### config.mk
export PLATFORM = sky130hd
export DESIGN_NAME = mld_loopback
export DESIGN_NICKNAME = d
export VERILOG_FILES = /design/src/mld_pkg.sv /design/src/mld_sync3.sv /design/src/mld_crc32.sv /design/src/mld_loopback.sv
export SDC_FILE = /design/constraint.sdc
export NUM_CORES = 1
export LEC_CHECK = 0
export BUFFER_PORTS_ARGS = -buffer_cell sky130_fd_sc_hd__buf_2
export CAP_MARGIN = 20
export CORE_UTILIZATION = 50
export CTS_CLUSTER_SIZE = 24
export DETAILED_ROUTE_END_ITERATION = 8
export PLACE_DENSITY = 0.79
export REMOVE_ABC_BUFFERS = 1
export SYNTH_ARGS = -nofsm -noshare
export SYNTH_HDL_FRONTEND = slang
export SYNTH_SLANG_ARGS = --single-unit
### constraint.sdc
create_clock -name CLOCK -period 3.15 [get_ports CLOCK]
set_input_delay 0.1575 -clock CLOCK [delete_from_list [all_inputs] [get_ports CLOCK]]
set_output_delay 0.1575 -clock CLOCK [all_outputs]
set_load 0.01 [all_outputs]
### src/mld_pkg.sv
package mld_pkg;
	// ********************************************************************
	// Register map and field layout.
	// ********************************************************************
	localparam int AXI_AW = 6;
	localparam logic [5:0] OFF_CMD = 6'h00;
	localparam logic [5:0] OFF_TCR = 6'h04;
	localparam logic [5:0] OFF_DCR = 6'h08;
	localparam logic [5:0] OFF_TX_PAGE_START_REG = 6'h0c;
	localparam logic [5:0] OFF_TBC_LO = 6'h10;
	localparam logic [5:0] OFF_TBC_HI = 6'h14;
	localparam logic [5:0] OFF_ISR = 6'h18;
	localparam logic [5:0] OFF_RSR = 6'h1c;
	localparam logic [5:0] OFF_FIFO = 6'h20;
	localparam logic [5:0] OFF_STA_LO = 6'h24;
	localparam logic [5:0] OFF_STA_HI = 6'h28;
	localparam logic [5:0] OFF_LINE = 6'h2c;
	localparam int CMD_TX_BIT = 2;
	localparam int TCR_CRC_INH_BIT = 0;
	localparam int DCR_WTS_BIT = 0;
	localparam int ISR_SENT_BIT = 1;
	localparam int ISR_UNDER_BIT = 3;
	localparam int RSR_INTACT_BIT = 0;
	localparam int RSR_CRC_BIT = 1;
	localparam logic [2:0] TCR_RST = 3'h0;
	localparam logic [1:0] DCR_RST = 2'h0;
	localparam logic [7:0] BYTE_RST = 8'h00;
	localparam logic [47:0] STA_RST = 48'h0000_0000_0000;
	localparam logic [1:0] RESP_OKAY = 2'h0;
	localparam logic [1:0] RESP_SLVERR = 2'h2;
	// ********************************************************************
	// Loop modes, FIFO geometry and line timing.
	// ********************************************************************
	localparam logic [1:0] LOOP_NORMAL = 2'h0;
	localparam logic [1:0] LOOP_SERIAL = 2'h1;
	localparam logic [1:0] LOOP_CODEC = 2'h2;
	localparam logic [1:0] LOOP_CABLE = 2'h3;
	localparam logic [3:0] HALF_DEPTH = 4'h8;
	localparam logic [3:0] BURST_THRESHOLD = 4'h4;
	localparam logic [5:0] PREAMBLE_LAST = 6'h37;
	localparam logic [5:0] BYTE_LAST = 6'h07;
	localparam logic [5:0] CRC_LAST = 6'h1f;
	localparam logic [7:0] SYNC_BYTE = 8'hd5;
	localparam logic [15:0] ADDR_BYTES = 16'h0006;
	localparam logic [2:0] ADV_CLKS = 3'h3;
	localparam logic [31:0] CRC_POLY = 32'h04c1_1db7;
	localparam logic [31:0] CRC_INIT = 32'hffff_ffff;
	localparam logic [31:0] CRC_RESIDUE = 32'hc704_dd7b;
	typedef enum logic [2:0] {TX_IDLE = 3'h0, TX_PRE = 3'h1, TX_SYNC = 3'h3, TX_DATA = 3'h2,
		TX_CRC = 3'h6} mld_tx_t;
	typedef enum logic [2:0] {RX_HUNT = 3'h0, RX_DATA = 3'h1, RX_CNT_LO = 3'h3, RX_CNT_HI = 3'h2,
		RX_CNT_HI2 = 3'h6} mld_rx_t;
endpackage

### src/mld_sync3.sv
`timescale 1ns/1ps
module mld_sync3 #(
	parameter int W = 5
) (
	input wire logic CLOCK,
	input wire logic SRST,
	input wire logic [W-1:0] d,
	output logic [W-1:0] q
);
	typedef struct packed {
		logic [W-1:0] s1;
		logic [W-1:0] s2;
		logic [W-1:0] s3;
		logic [W-1:0] stable;
	} mld_sync_t;
	mld_sync_t st_r;
	mld_sync_t st_nxt;
	// A change is taken only once the last two stages agree.
	always_comb begin
		st_nxt = st_r;
		st_nxt.s1 = d;
		st_nxt.s2 = st_r.s1;
		st_nxt.s3 = st_r.s2;
		st_nxt.stable = (st_r.s2 & st_r.s3) | (st_r.stable & (st_r.s2 | st_r.s3));
	end
	always_ff @(posedge CLOCK) begin
		if (SRST) begin
			st_r <= '0;
		end else begin
			st_r <= st_nxt;
		end
	end
	assign q = st_r.stable;
endmodule // mld_sync3

### src/mld_crc32.sv
`timescale 1ns/1ps
module mld_crc32 (
	input wire logic CLOCK,
	input wire logic SRST,
	input wire logic init,
	input wire logic en,
	input wire logic din,
	output logic [31:0] crc
);
	import mld_pkg::*;
	typedef struct packed {
		logic [31:0] crc;
	} mld_crc_t;
	mld_crc_t st_r;
	mld_crc_t st_nxt;
	// Bit-serial, first bit of each byte is its least significant one.
	always_comb begin
		st_nxt = st_r;
		if (init) begin
			st_nxt.crc = CRC_INIT;
		end else if (en) begin
			st_nxt.crc = {st_r.crc[30:0], 1'b0} ^ ((st_r.crc[31] ^ din) ? CRC_POLY : 32'h0000_0000);
		end
	end
	always_ff @(posedge CLOCK) begin
		if (SRST) begin
			st_r <= '{crc: CRC_INIT};
		end else begin
			st_r <= st_nxt;
		end
	end
	assign crc = st_r.crc;
endmodule // mld_crc32

### src/mld_loopback.sv
// Decided for this implementation: the address map and register access over AXI4-Lite.
`timescale 1ns/1ps
// How it works
// - In any loop mode the FIFO splits into transmit and receive halves.
// - Loopback fetches single bytes from buffer memory only.
// - Only the final eight received bytes remain for the host.
// - Select 01 ties serializer output straight to deserializer input.
// - Select 10 raises the codec loop control output.
// - Select 11 goes through the cable; link failure disables the transmitter.
// - Carrier sense and collision are masked while looping.
// - FIFO port read advances pointer within four clocks; early reads wait.
// - Received bytes start at location zero and wrap, overwriting older ones.
// - After the last byte: count low, count high, count high again.
// - Transmit DMA fills FIFO, decrements count, restarts below threshold.
// - Transmitter sends 56 preamble bits then an 8-bit sync pattern.
// - CRC inhibit clear appends four CRC bytes; set sends FIFO bytes only.
// - Loopback transmission end sets the packet sent flag.
// - Receiver waits for sync, strips preamble, stores and counts bytes.
// - Inhibit clear checks CRC; inhibit set flags CRC error on matches.
// - Receive status shows intact even on mismatch; CRC error needs match.
module mld_loopback (
	input wire logic CLOCK,
	input wire logic SRST,
	input wire logic S_AXI_AWVALID,
	output logic S_AXI_AWREADY,
	input wire logic [mld_pkg::AXI_AW-1:0] S_AXI_AWADDR,
	input wire logic S_AXI_WVALID,
	output logic S_AXI_WREADY,
	input wire logic [31:0] S_AXI_WDATA,
	input wire logic [3:0] S_AXI_WSTRB,
	output logic S_AXI_BVALID,
	input wire logic S_AXI_BREADY,
	output logic [1:0] S_AXI_BRESP,
	input wire logic S_AXI_ARVALID,
	output logic S_AXI_ARREADY,
	input wire logic [mld_pkg::AXI_AW-1:0] S_AXI_ARADDR,
	output logic S_AXI_RVALID,
	input wire logic S_AXI_RREADY,
	output logic [31:0] S_AXI_RDATA,
	output logic [1:0] S_AXI_RRESP,
	output logic MEM_REQ,
	output logic [15:0] MEM_ADDR,
	input wire logic MEM_ACK,
	input wire logic [7:0] MEM_RDATA,
	output logic TX_BIT,
	output logic TX_EN,
	output logic CODEC_LOOP,
	input wire logic RX_BIT,
	input wire logic RX_EN,
	input wire logic CRS,
	input wire logic COL,
	input wire logic LINK_OK
);
	import mld_pkg::*;
	typedef struct packed {
		logic aw_have;
		logic [5:0] aw_addr;
		logic w_have;
		logic [31:0] w_data;
		logic [3:0] w_strb;
		logic bvalid;
		logic [1:0] bresp;
		logic rvalid;
		logic [31:0] rdata;
		logic [1:0] rresp;
		logic [2:0] transmit_config_reg;
		logic [1:0] data_config_reg;
		logic [7:0] page;
		logic [15:0] tbc;
		logic [47:0] station;
		logic [7:0] interrupt_status_reg;
		logic [7:0] receive_status_reg;
		logic [2:0] line_stat;
		logic [15:0][7:0] fifo;
		logic [2:0] tx_wr;
		logic [2:0] tx_rd;
		logic [3:0] tx_occ;
		logic [2:0] rx_wr;
		logic [2:0] rx_rd;
		logic [2:0] adv_cnt;
		logic tx_busy;
		logic burst;
		logic mem_req;
		logic [15:0] dma_addr;
		logic [15:0] dma_cnt;
		mld_tx_t tx_st;
		logic [5:0] tx_bits;
		logic [7:0] tx_sh;
		logic line_bit;
		logic line_en;
		logic pin_en;
		logic codec_loop;
		mld_rx_t rx_st;
		logic [7:0] rx_sh;
		logic [2:0] rx_bits;
		logic [15:0] rx_cnt;
		logic addr_ok;
		logic [3:0] rx_pipe;
	} mld_state_t;

	function automatic logic [31:0] wr_merge(input logic [31:0] old, input logic [31:0] data,
			input logic [3:0] strb);
		logic [31:0] res;
		res = old;
		for (int i = 0; i < 4; i++) begin
			if (strb[i]) begin
				res[i*8 +: 8] = data[i*8 +: 8];
			end
		end
		return res;
	endfunction

	mld_state_t st_r;
	mld_state_t st_nxt;
	logic [3:0] pins_s;
	logic [31:0] crc_tx;
	logic [31:0] crc_rx;
	logic [1:0] loop_sel;
	logic looping;
	logic aw_ready;
	logic w_ready;
	logic ar_ready;
	logic mem_fire;
	logic push;
	logic pop;
	logic need_byte;
	logic tx_finish;
	logic [15:0] step;
	logic rx_bit;
	logic rx_en;
	logic [7:0] rx_sh_n;
	logic crc_inh;

	mld_sync3 #(.W(4)) u_sync (
		.CLOCK(CLOCK),
		.SRST(SRST),
		.d({LINK_OK, COL, CRS, RX_EN}),
		.q(pins_s)
	);
	mld_crc32 u_crc_tx (
		.CLOCK(CLOCK),
		.SRST(SRST),
		.init(st_r.tx_st == TX_IDLE),
		.en(st_r.tx_st == TX_DATA || st_r.tx_st == TX_CRC),
		.din(st_r.tx_st == TX_CRC ? crc_tx[31] : st_r.tx_sh[0]),
		.crc(crc_tx)
	);
	mld_crc32 u_crc_rx (
		.CLOCK(CLOCK),
		.SRST(SRST),
		.init(st_r.rx_st == RX_HUNT),
		.en(st_r.rx_st == RX_DATA && rx_en),
		.din(rx_bit),
		.crc(crc_rx)
	);

	assign loop_sel = st_r.transmit_config_reg[2:1];
	assign looping = loop_sel != LOOP_NORMAL;
	assign crc_inh = st_r.transmit_config_reg[TCR_CRC_INH_BIT];
	assign aw_ready = !st_r.aw_have && !st_r.bvalid;
	assign w_ready = !st_r.w_have && !st_r.bvalid;
	// A FIFO read arriving before the previous advance lands is held off.
	assign ar_ready = !st_r.rvalid && !(S_AXI_ARADDR == OFF_FIFO && st_r.adv_cnt != 3'h0);
	assign mem_fire = st_r.mem_req && MEM_ACK;
	assign step = st_r.data_config_reg[DCR_WTS_BIT] ? 16'h0002 : 16'h0001;
	// Serial loop feeds the deserializer from the serializer, never from the pins.
	// The line bit may change on every clock, which the agreement filter would swallow, so it takes a
	// plain four-stage pipeline instead; that matches the filter's delay on the frame enable.
	assign rx_bit = (loop_sel == LOOP_SERIAL) ? st_r.line_bit : st_r.rx_pipe[3];
	assign rx_en = (loop_sel == LOOP_SERIAL) ? st_r.line_en : (looping && pins_s[0]);
	assign rx_sh_n = {rx_bit, st_r.rx_sh[7:1]};

	// ********************************************************************
	// Next-state logic.
	// ********************************************************************
	always_comb begin
		st_nxt = st_r;
		push = 1'b0;
		pop = 1'b0;
		need_byte = 1'b0;
		tx_finish = 1'b0;
		// Register bus.
		if (S_AXI_AWVALID && aw_ready) begin
			st_nxt.aw_have = 1'b1;
			st_nxt.aw_addr = S_AXI_AWADDR;
		end
		if (S_AXI_WVALID && w_ready) begin
			st_nxt.w_have = 1'b1;
			st_nxt.w_data = S_AXI_WDATA;
			st_nxt.w_strb = S_AXI_WSTRB;
		end
		if (S_AXI_BVALID && S_AXI_BREADY) begin
			st_nxt.bvalid = 1'b0;
		end
		if (st_r.aw_have && st_r.w_have) begin
			st_nxt.aw_have = 1'b0;
			st_nxt.w_have = 1'b0;
			st_nxt.bvalid = 1'b1;
			st_nxt.bresp = RESP_OKAY;
			case (st_r.aw_addr)
				OFF_CMD: begin
					if (st_r.w_strb[0] && st_r.w_data[CMD_TX_BIT] && looping && !st_r.tx_busy) begin
						st_nxt.tx_busy = 1'b1;
						st_nxt.dma_addr = {st_r.page, 8'h00};
						st_nxt.dma_cnt = st_r.tbc;
						st_nxt.tx_wr = 3'h0;
						st_nxt.tx_rd = 3'h0;
						st_nxt.tx_occ = 4'h0;
					end
				end
				OFF_TCR: st_nxt.transmit_config_reg = 3'(wr_merge({29'h0, st_r.transmit_config_reg}, st_r.w_data, st_r.w_strb));
				OFF_DCR: st_nxt.data_config_reg = 2'(wr_merge({30'h0, st_r.data_config_reg}, st_r.w_data, st_r.w_strb));
				OFF_TX_PAGE_START_REG: st_nxt.page = 8'(wr_merge({24'h0, st_r.page}, st_r.w_data, st_r.w_strb));
				OFF_TBC_LO: st_nxt.tbc[7:0] = 8'(wr_merge({24'h0, st_r.tbc[7:0]}, st_r.w_data, st_r.w_strb));
				OFF_TBC_HI: st_nxt.tbc[15:8] = 8'(wr_merge({24'h0, st_r.tbc[15:8]}, st_r.w_data, st_r.w_strb));
				OFF_ISR: begin
					if (st_r.w_strb[0]) begin
						st_nxt.interrupt_status_reg = st_r.interrupt_status_reg & ~st_r.w_data[7:0];
					end
				end
				OFF_STA_LO: st_nxt.station[31:0] = wr_merge(st_r.station[31:0], st_r.w_data, st_r.w_strb);
				OFF_STA_HI: st_nxt.station[47:32] = 16'(wr_merge({16'h0, st_r.station[47:32]}, st_r.w_data,
					st_r.w_strb));
				OFF_RSR, OFF_FIFO, OFF_LINE: st_nxt.bresp = RESP_OKAY;
				default: st_nxt.bresp = RESP_SLVERR;
			endcase
		end
		if (S_AXI_RVALID && S_AXI_RREADY) begin
			st_nxt.rvalid = 1'b0;
		end
		if (st_r.adv_cnt != 3'h0) begin
			st_nxt.adv_cnt = st_r.adv_cnt - 3'h1;
			if (st_r.adv_cnt == 3'h1) begin
				st_nxt.rx_rd = st_r.rx_rd + 3'h1;
			end
		end
		if (S_AXI_ARVALID && ar_ready) begin
			st_nxt.rvalid = 1'b1;
			st_nxt.rresp = RESP_OKAY;
			case (S_AXI_ARADDR)
				OFF_CMD: st_nxt.rdata = {29'h0, st_r.tx_busy, 2'h0};
				OFF_TCR: st_nxt.rdata = {29'h0, st_r.transmit_config_reg};
				OFF_DCR: st_nxt.rdata = {30'h0, st_r.data_config_reg};
				OFF_TX_PAGE_START_REG: st_nxt.rdata = {24'h0, st_r.page};
				OFF_TBC_LO: st_nxt.rdata = {24'h0, st_r.tbc[7:0]};
				OFF_TBC_HI: st_nxt.rdata = {24'h0, st_r.tbc[15:8]};
				OFF_ISR: st_nxt.rdata = {24'h0, st_r.interrupt_status_reg};
				OFF_RSR: st_nxt.rdata = {24'h0, st_r.receive_status_reg};
				OFF_FIFO: begin
					// Outside loopback the port reads zero and the pointer stays put.
					st_nxt.rdata = looping ? {24'h0, st_r.fifo[{1'b1, st_r.rx_rd}]} : 32'h0;
					st_nxt.adv_cnt = looping ? ADV_CLKS : 3'h0;
				end
				OFF_STA_LO: st_nxt.rdata = st_r.station[31:0];
				OFF_STA_HI: st_nxt.rdata = {16'h0, st_r.station[47:32]};
				OFF_LINE: st_nxt.rdata = {29'h0, st_r.line_stat};
				default: begin
					st_nxt.rdata = 32'h0;
					st_nxt.rresp = RESP_SLVERR;
				end
			endcase
		end
		// Transmit DMA: bursts restart only once the transmit half drains below threshold.
		if (st_r.tx_busy && !st_r.burst && st_r.dma_cnt != 16'h0 && st_r.tx_occ < BURST_THRESHOLD) begin
			st_nxt.burst = 1'b1;
		end
		if (st_r.burst && !st_r.mem_req && st_r.tx_occ < HALF_DEPTH && st_r.dma_cnt != 16'h0) begin
			st_nxt.mem_req = 1'b1;
		end
		if (mem_fire) begin
			st_nxt.mem_req = 1'b0;
			push = 1'b1;
			st_nxt.fifo[{1'b0, st_r.tx_wr}] = MEM_RDATA;
			st_nxt.tx_wr = st_r.tx_wr + 3'h1;
			st_nxt.dma_addr = st_r.dma_addr + step;
			st_nxt.dma_cnt = (st_r.dma_cnt > step) ? st_r.dma_cnt - step : 16'h0;
			if (st_r.tx_occ == HALF_DEPTH - 4'h1 || st_r.dma_cnt <= step) begin
				st_nxt.burst = 1'b0;
			end
		end
		// Serializer.
		case (st_r.tx_st)
			TX_IDLE: begin
				st_nxt.tx_bits = 6'h0;
				if (st_r.tx_busy && st_r.tx_occ != 4'h0) begin
					st_nxt.tx_st = TX_PRE;
				end
			end
			TX_PRE: begin
				st_nxt.line_bit = ~st_r.tx_bits[0];
				st_nxt.tx_bits = st_r.tx_bits + 6'h1;
				if (st_r.tx_bits == PREAMBLE_LAST) begin
					st_nxt.tx_st = TX_SYNC;
					st_nxt.tx_bits = 6'h0;
				end
			end
			TX_SYNC: begin
				st_nxt.line_bit = SYNC_BYTE[st_r.tx_bits[2:0]];
				st_nxt.tx_bits = st_r.tx_bits + 6'h1;
				need_byte = st_r.tx_bits == BYTE_LAST;
			end
			TX_DATA: begin
				st_nxt.line_bit = st_r.tx_sh[0];
				st_nxt.tx_sh = {1'b0, st_r.tx_sh[7:1]};
				st_nxt.tx_bits = st_r.tx_bits + 6'h1;
				need_byte = st_r.tx_bits == BYTE_LAST;
			end
			TX_CRC: begin
				st_nxt.line_bit = ~crc_tx[31];
				st_nxt.tx_bits = st_r.tx_bits + 6'h1;
				tx_finish = st_r.tx_bits == CRC_LAST;
			end
			default: st_nxt.tx_st = TX_IDLE;
		endcase
		if (need_byte) begin
			st_nxt.tx_bits = 6'h0;
			if (st_r.tx_occ != 4'h0) begin
				pop = 1'b1;
				st_nxt.tx_sh = st_r.fifo[{1'b0, st_r.tx_rd}];
				st_nxt.tx_rd = st_r.tx_rd + 3'h1;
				st_nxt.tx_st = TX_DATA;
			end else if (st_r.dma_cnt == 16'h0) begin
				if (crc_inh) begin
					tx_finish = 1'b1;
				end else begin
					st_nxt.tx_st = TX_CRC;
				end
			end else begin
				// Memory too slow to keep up; the frame is cut short.
				tx_finish = 1'b1;
				st_nxt.interrupt_status_reg[ISR_UNDER_BIT] = 1'b1;
			end
		end
		if (tx_finish) begin
			st_nxt.tx_st = TX_IDLE;
			st_nxt.tx_busy = 1'b0;
			st_nxt.burst = 1'b0;
			st_nxt.interrupt_status_reg[ISR_SENT_BIT] = 1'b1;
		end
		st_nxt.tx_occ = st_r.tx_occ + {3'h0, push} - {3'h0, pop};
		st_nxt.line_en = st_r.tx_st != TX_IDLE;
		st_nxt.pin_en = st_r.tx_st != TX_IDLE && loop_sel != LOOP_SERIAL
			&& !(loop_sel == LOOP_CABLE && !pins_s[3]);
		st_nxt.codec_loop = loop_sel == LOOP_CODEC;
		st_nxt.line_stat = {pins_s[3], pins_s[2] && !looping, pins_s[1] && !looping};
		st_nxt.rx_pipe = {st_r.rx_pipe[2:0], RX_BIT};
		// Deserializer.
		case (st_r.rx_st)
			RX_HUNT: begin
				if (rx_en) begin
					st_nxt.rx_sh = rx_sh_n;
					if (rx_sh_n == SYNC_BYTE) begin
						st_nxt.rx_st = RX_DATA;
						st_nxt.rx_bits = 3'h0;
						st_nxt.rx_cnt = 16'h0;
						st_nxt.rx_wr = 3'h0;
						st_nxt.rx_rd = 3'h0;
						st_nxt.addr_ok = 1'b1;
					end
				end
			end
			RX_DATA: begin
				if (!rx_en) begin
					st_nxt.rx_st = RX_CNT_LO;
				end else begin
					st_nxt.rx_sh = rx_sh_n;
					st_nxt.rx_bits = st_r.rx_bits + 3'h1;
					if (st_r.rx_bits == 3'h7) begin
						st_nxt.fifo[{1'b1, st_r.rx_wr}] = rx_sh_n;
						st_nxt.rx_wr = st_r.rx_wr + 3'h1;
						st_nxt.rx_cnt = st_r.rx_cnt + 16'h1;
						if (st_r.rx_cnt < ADDR_BYTES && rx_sh_n != st_r.station[st_r.rx_cnt[2:0]*8 +: 8]) begin
							st_nxt.addr_ok = 1'b0;
						end
					end
				end
			end
			RX_CNT_LO: begin
				st_nxt.fifo[{1'b1, st_r.rx_wr}] = st_r.rx_cnt[7:0];
				st_nxt.rx_wr = st_r.rx_wr + 3'h1;
				st_nxt.rx_st = RX_CNT_HI;
			end
			RX_CNT_HI: begin
				st_nxt.fifo[{1'b1, st_r.rx_wr}] = st_r.rx_cnt[15:8];
				st_nxt.rx_wr = st_r.rx_wr + 3'h1;
				st_nxt.rx_st = RX_CNT_HI2;
			end
			RX_CNT_HI2: begin
				st_nxt.fifo[{1'b1, st_r.rx_wr}] = st_r.rx_cnt[15:8];
				st_nxt.rx_wr = st_r.rx_wr + 3'h1;
				st_nxt.rx_st = RX_HUNT;
				st_nxt.receive_status_reg = 8'h00;
				st_nxt.receive_status_reg[RSR_CRC_BIT] = st_r.addr_ok && (crc_inh || crc_rx != CRC_RESIDUE);
				st_nxt.receive_status_reg[RSR_INTACT_BIT] = !(st_r.addr_ok && (crc_inh || crc_rx != CRC_RESIDUE));
			end
			default: st_nxt.rx_st = RX_HUNT;
		endcase
	end

	always_ff @(posedge CLOCK) begin
		if (SRST) begin
			st_r <= '0;
			st_r.transmit_config_reg <= TCR_RST;
			st_r.data_config_reg <= DCR_RST;
			st_r.page <= BYTE_RST;
			st_r.interrupt_status_reg <= BYTE_RST;
			st_r.receive_status_reg <= BYTE_RST;
			st_r.station <= STA_RST;
			st_r.tx_st <= TX_IDLE;
			st_r.rx_st <= RX_HUNT;
		end else begin
			st_r <= st_nxt;
		end
	end

	assign S_AXI_AWREADY = aw_ready;
	assign S_AXI_WREADY = w_ready;
	assign S_AXI_BVALID = st_r.bvalid;
	assign S_AXI_BRESP = st_r.bresp;
	assign S_AXI_ARREADY = ar_ready;
	assign S_AXI_RVALID = st_r.rvalid;
	assign S_AXI_RDATA = st_r.rdata;
	assign S_AXI_RRESP = st_r.rresp;
	assign MEM_REQ = st_r.mem_req;
	assign MEM_ADDR = st_r.dma_addr;
	assign TX_BIT = st_r.line_bit;
	assign TX_EN = st_r.pin_en;
	assign CODEC_LOOP = st_r.codec_loop;
endmodule // mld_loopback

==> flow_summary.yaml <==
placement:
  gp_routability_congestion: 0.9116
  placedCellCount: 2966
  dp_hpwl_um: 37930
  io_buffers: 127
  place_area_sq_um: 22380
pwr:
  p_sw_mw: 2.992
  p_leak_nw: 9.420
  p_clk_frac: 0.467
  powerDensity_nw_per_um2: 530.4
  peakVddDrop_mv: 0.4183
  power_frac_seq: 0.484
  p_sw_frac: 0.2287
  pwr-share-comb: 0.049
  p_int_mw: 10.09
critical_path:
  cp.arrival_ns: 3.19
  critPathCaptureType: "register"
  r2r_start: "st_r[50]"
  path_class: "reg -> reg"
  cp.required_ns: 3.62
  cp-start-kind: "register"
  crit_start: "st_r[50]"
  path_buf_inv: 2
  rrSetupSlack_ns: 0.43
  crit_chain: "or4b_2 > nor3_2 > nand2b_1 > inv_1 > ha_1 > inv_1 > ha_1 > fa_1 > xnor2_1 > nor2_1"
  r2r-end: "st_r[102]"
  reg2reg_depth: 10
  max_stage_delay_ns: 0.71
  slowest_stage: "or4b_2"
  endpoint: "st_r[102]"
  crit_fanout: 9
  cpLargestDelayFamily: "simple AND/OR/NAND/NOR gates"
  crit_cells: 10
synth:
  synth_async_sr_flop_share: 0
  ys_types: 72
  netlist_instances: 2451
  synth_edf_count: 0
  ys_ff_latch: 488
  syn_area_per_cell_sq_um: 8.788
  ys_warn_count: 0
  synth-seq-area-share: 0.4536
  netlist_area_sq_um: 21540
  dominantRegCellSynth: "dfxtp_1"
drt:
  met2_length_um: 27110
  vias: 18730
  ant_nets: 0
  met3_wirelength_um: 3813
  drcViolationCount: 0
  post_drt_wl_per_cell_um: 18.30
  top_layer_used: "met4"
  via_per_inst: 6.000
  routed_wirelength_um: 57110
  first_iter_violations: 2035
  drt-met1-wl_um: 24350
  dr.pass1.iters: 8
clock_network:
  htreeDepth: 2
  cts-root-buf: "clkbuf_16"
  cts_tree: "done"
  clock_path_buffers: 3
  clk_pin_slew_ns: 0.06
  numCtsBuffers: 50
  clk_latency_ns: 0.61
  ctsHoldBuffers: 59
  clock-sinks: 488
  cts_resized: 0
  post_cts_buffers: 0
flow_run:
  cap_violations: 0
global_routing:
  grt_pass1_wl_um: 92310
  first_global_vias: 18040
  grt_max_degree: 93
  grt_antenna_before_repair: 1
  grt-ovfl-total: 0
  gr-usage-all-layers: 0.2574
timing:
  hold_viol_final: 0
  worst_pin_slew_ns: 0.9541
  fmax_mhz: 368.1
  slew_viol_final: 0
  rsz0062_at_grt: "no"
  layout_worst_path_cycle_share: 0.8624
  min_period_ns: 2.717
  max_slew_margin: 0.3594
  holdWs_ns: 0.1124
  finalSetupViolations: 0
  fin_worst_skew_ns: 0.02902
final_layout:
  area_delta_synth_final_pct: 14.54
  layout_common_cells: "dfxtp_1 (488), nand2_1 (347), nor2_1 (293)"
  drive_above_1_share: 0.1326
  instances_no_fill: 3121
  final-seq-area_sq_um: 9769
  nNetsFinal: 2631
  fin_util: 0.5842
  multi_input_area_sq_um: 10650
  num-fill-cells: 3571
  mostFrequentLayoutCell: "dfxtp_1"
  fin_area_sq_um: 24670
floorplan:
  die_height_um: 209.6
  initial_core_util: 0.5101
  coreArea_sq_um: 42230
  die_w_um: 209.6
  die_area_sq_um: 43910
  ios: 130
  fp-row-count: 75
worst_hold_path:
  hold_class: "in -> reg"
  holdCritStartpoint: "S_AXI_ARADDR[0]"
outcome:
  status: "finished clean"
through the flow:
step | total power, mW | setup TNS (ns) | setup slack [ns]
4_1_cts | 13.14 | 0 | 0.4418
3_5_place_dp | 7.039 | 0 | 0.4272
2_1_floorplan | 6.734 | -0.1878 | -0.02348
6_report | 13.08 | 0 | 0.4333
3_3_place_gp | 7.007 | 0 | 0.5138
5_1_grt | 13.47 | 0 | 0.3138
worst min-delay path by stage:
| stage | to | cells past startpoint |
|---|---|---|
| 2_1_floorplan | MEM_ADDR[0] | 1 |
| 3_3_place_gp | u_sync.st_nxt[9] | 2 |
| 3_5_place_dp | u_sync.st_nxt[10] | 2 |
| 4_1_cts | S_AXI_RDATA[0] | 5 |
| 5_1_grt | S_AXI_RDATA[4] | 5 |
| 6_report | S_AXI_RDATA[0] | 5 |
area by class of cell:
class	count	area share
inverter	36	0.005477
multi-input combinational	1714	0.4315
clock buffer	76	0.06000
timing repair buffer	248	0.07080
tap	539	0.02734
antenna	2	0.0002029
clock inverter	18	0.008723
sequential	488	0.3960
power by group through the flow:
stage	combinational [mW]	sequential, mW	clock (mW)
after floorplan	0.277	6.46	0
after global placement	0.546	6.46	0
after detailed placement	0.574	6.46	0
after CTS	0.634	6.33	6.18
after global routing	0.702	6.34	6.43
final	0.642	6.33	6.11
synthesized netlist by cell type (all sizes together) (35+ instances only):
cell type	count	area [sq um]
nor3	45	250.2
mux4	38	855.8
nor2	295	1107
nor2b	44	275.3
o21ai	38	190.2
dfxtp	488	9769
inv	36	135.1
a21oi	183	915.9
mux2i	129	1291
buf	76	486.7
clkbuf	138	518.0
nand3	116	580.6
a22oi	90	675.7
xnor2	35	306.5
nand2	347	1303
cells by family after synthesis:
group / synth area share
AO/OA/AOI/OAI: 0.1414
XOR/XNOR: 0.02440
adder cells (fa/ha/maj): 0.01499
buffers and inverters: 0.05292
flip-flops: 0.4536
multiplexers: 0.1039
other: 0.0001741
AND/OR/NAND/NOR: 0.2087
metal layers:
metal | up-vias | GRT usage
met1 | 9002 | 0.3384
li1 | 8761 | -
met3 | 154 | 0.03322
met5 | - | 0
met2 | 810 | 0.4278
met4 | 0 | 0.1065
worst register-to-register path: cells and delay by family, from the launching register on:
family / cells / cell delay (ns)
AND/OR/NAND/NOR: 4 / 1.06
XOR/XNOR: 1 / 0.19
flip-flops: 1 / 0.38
adder cells (fa/ha/maj): 3 / 0.76
buffers and inverters: 2 / 0.21
Power figures use the tool's default switching activity.
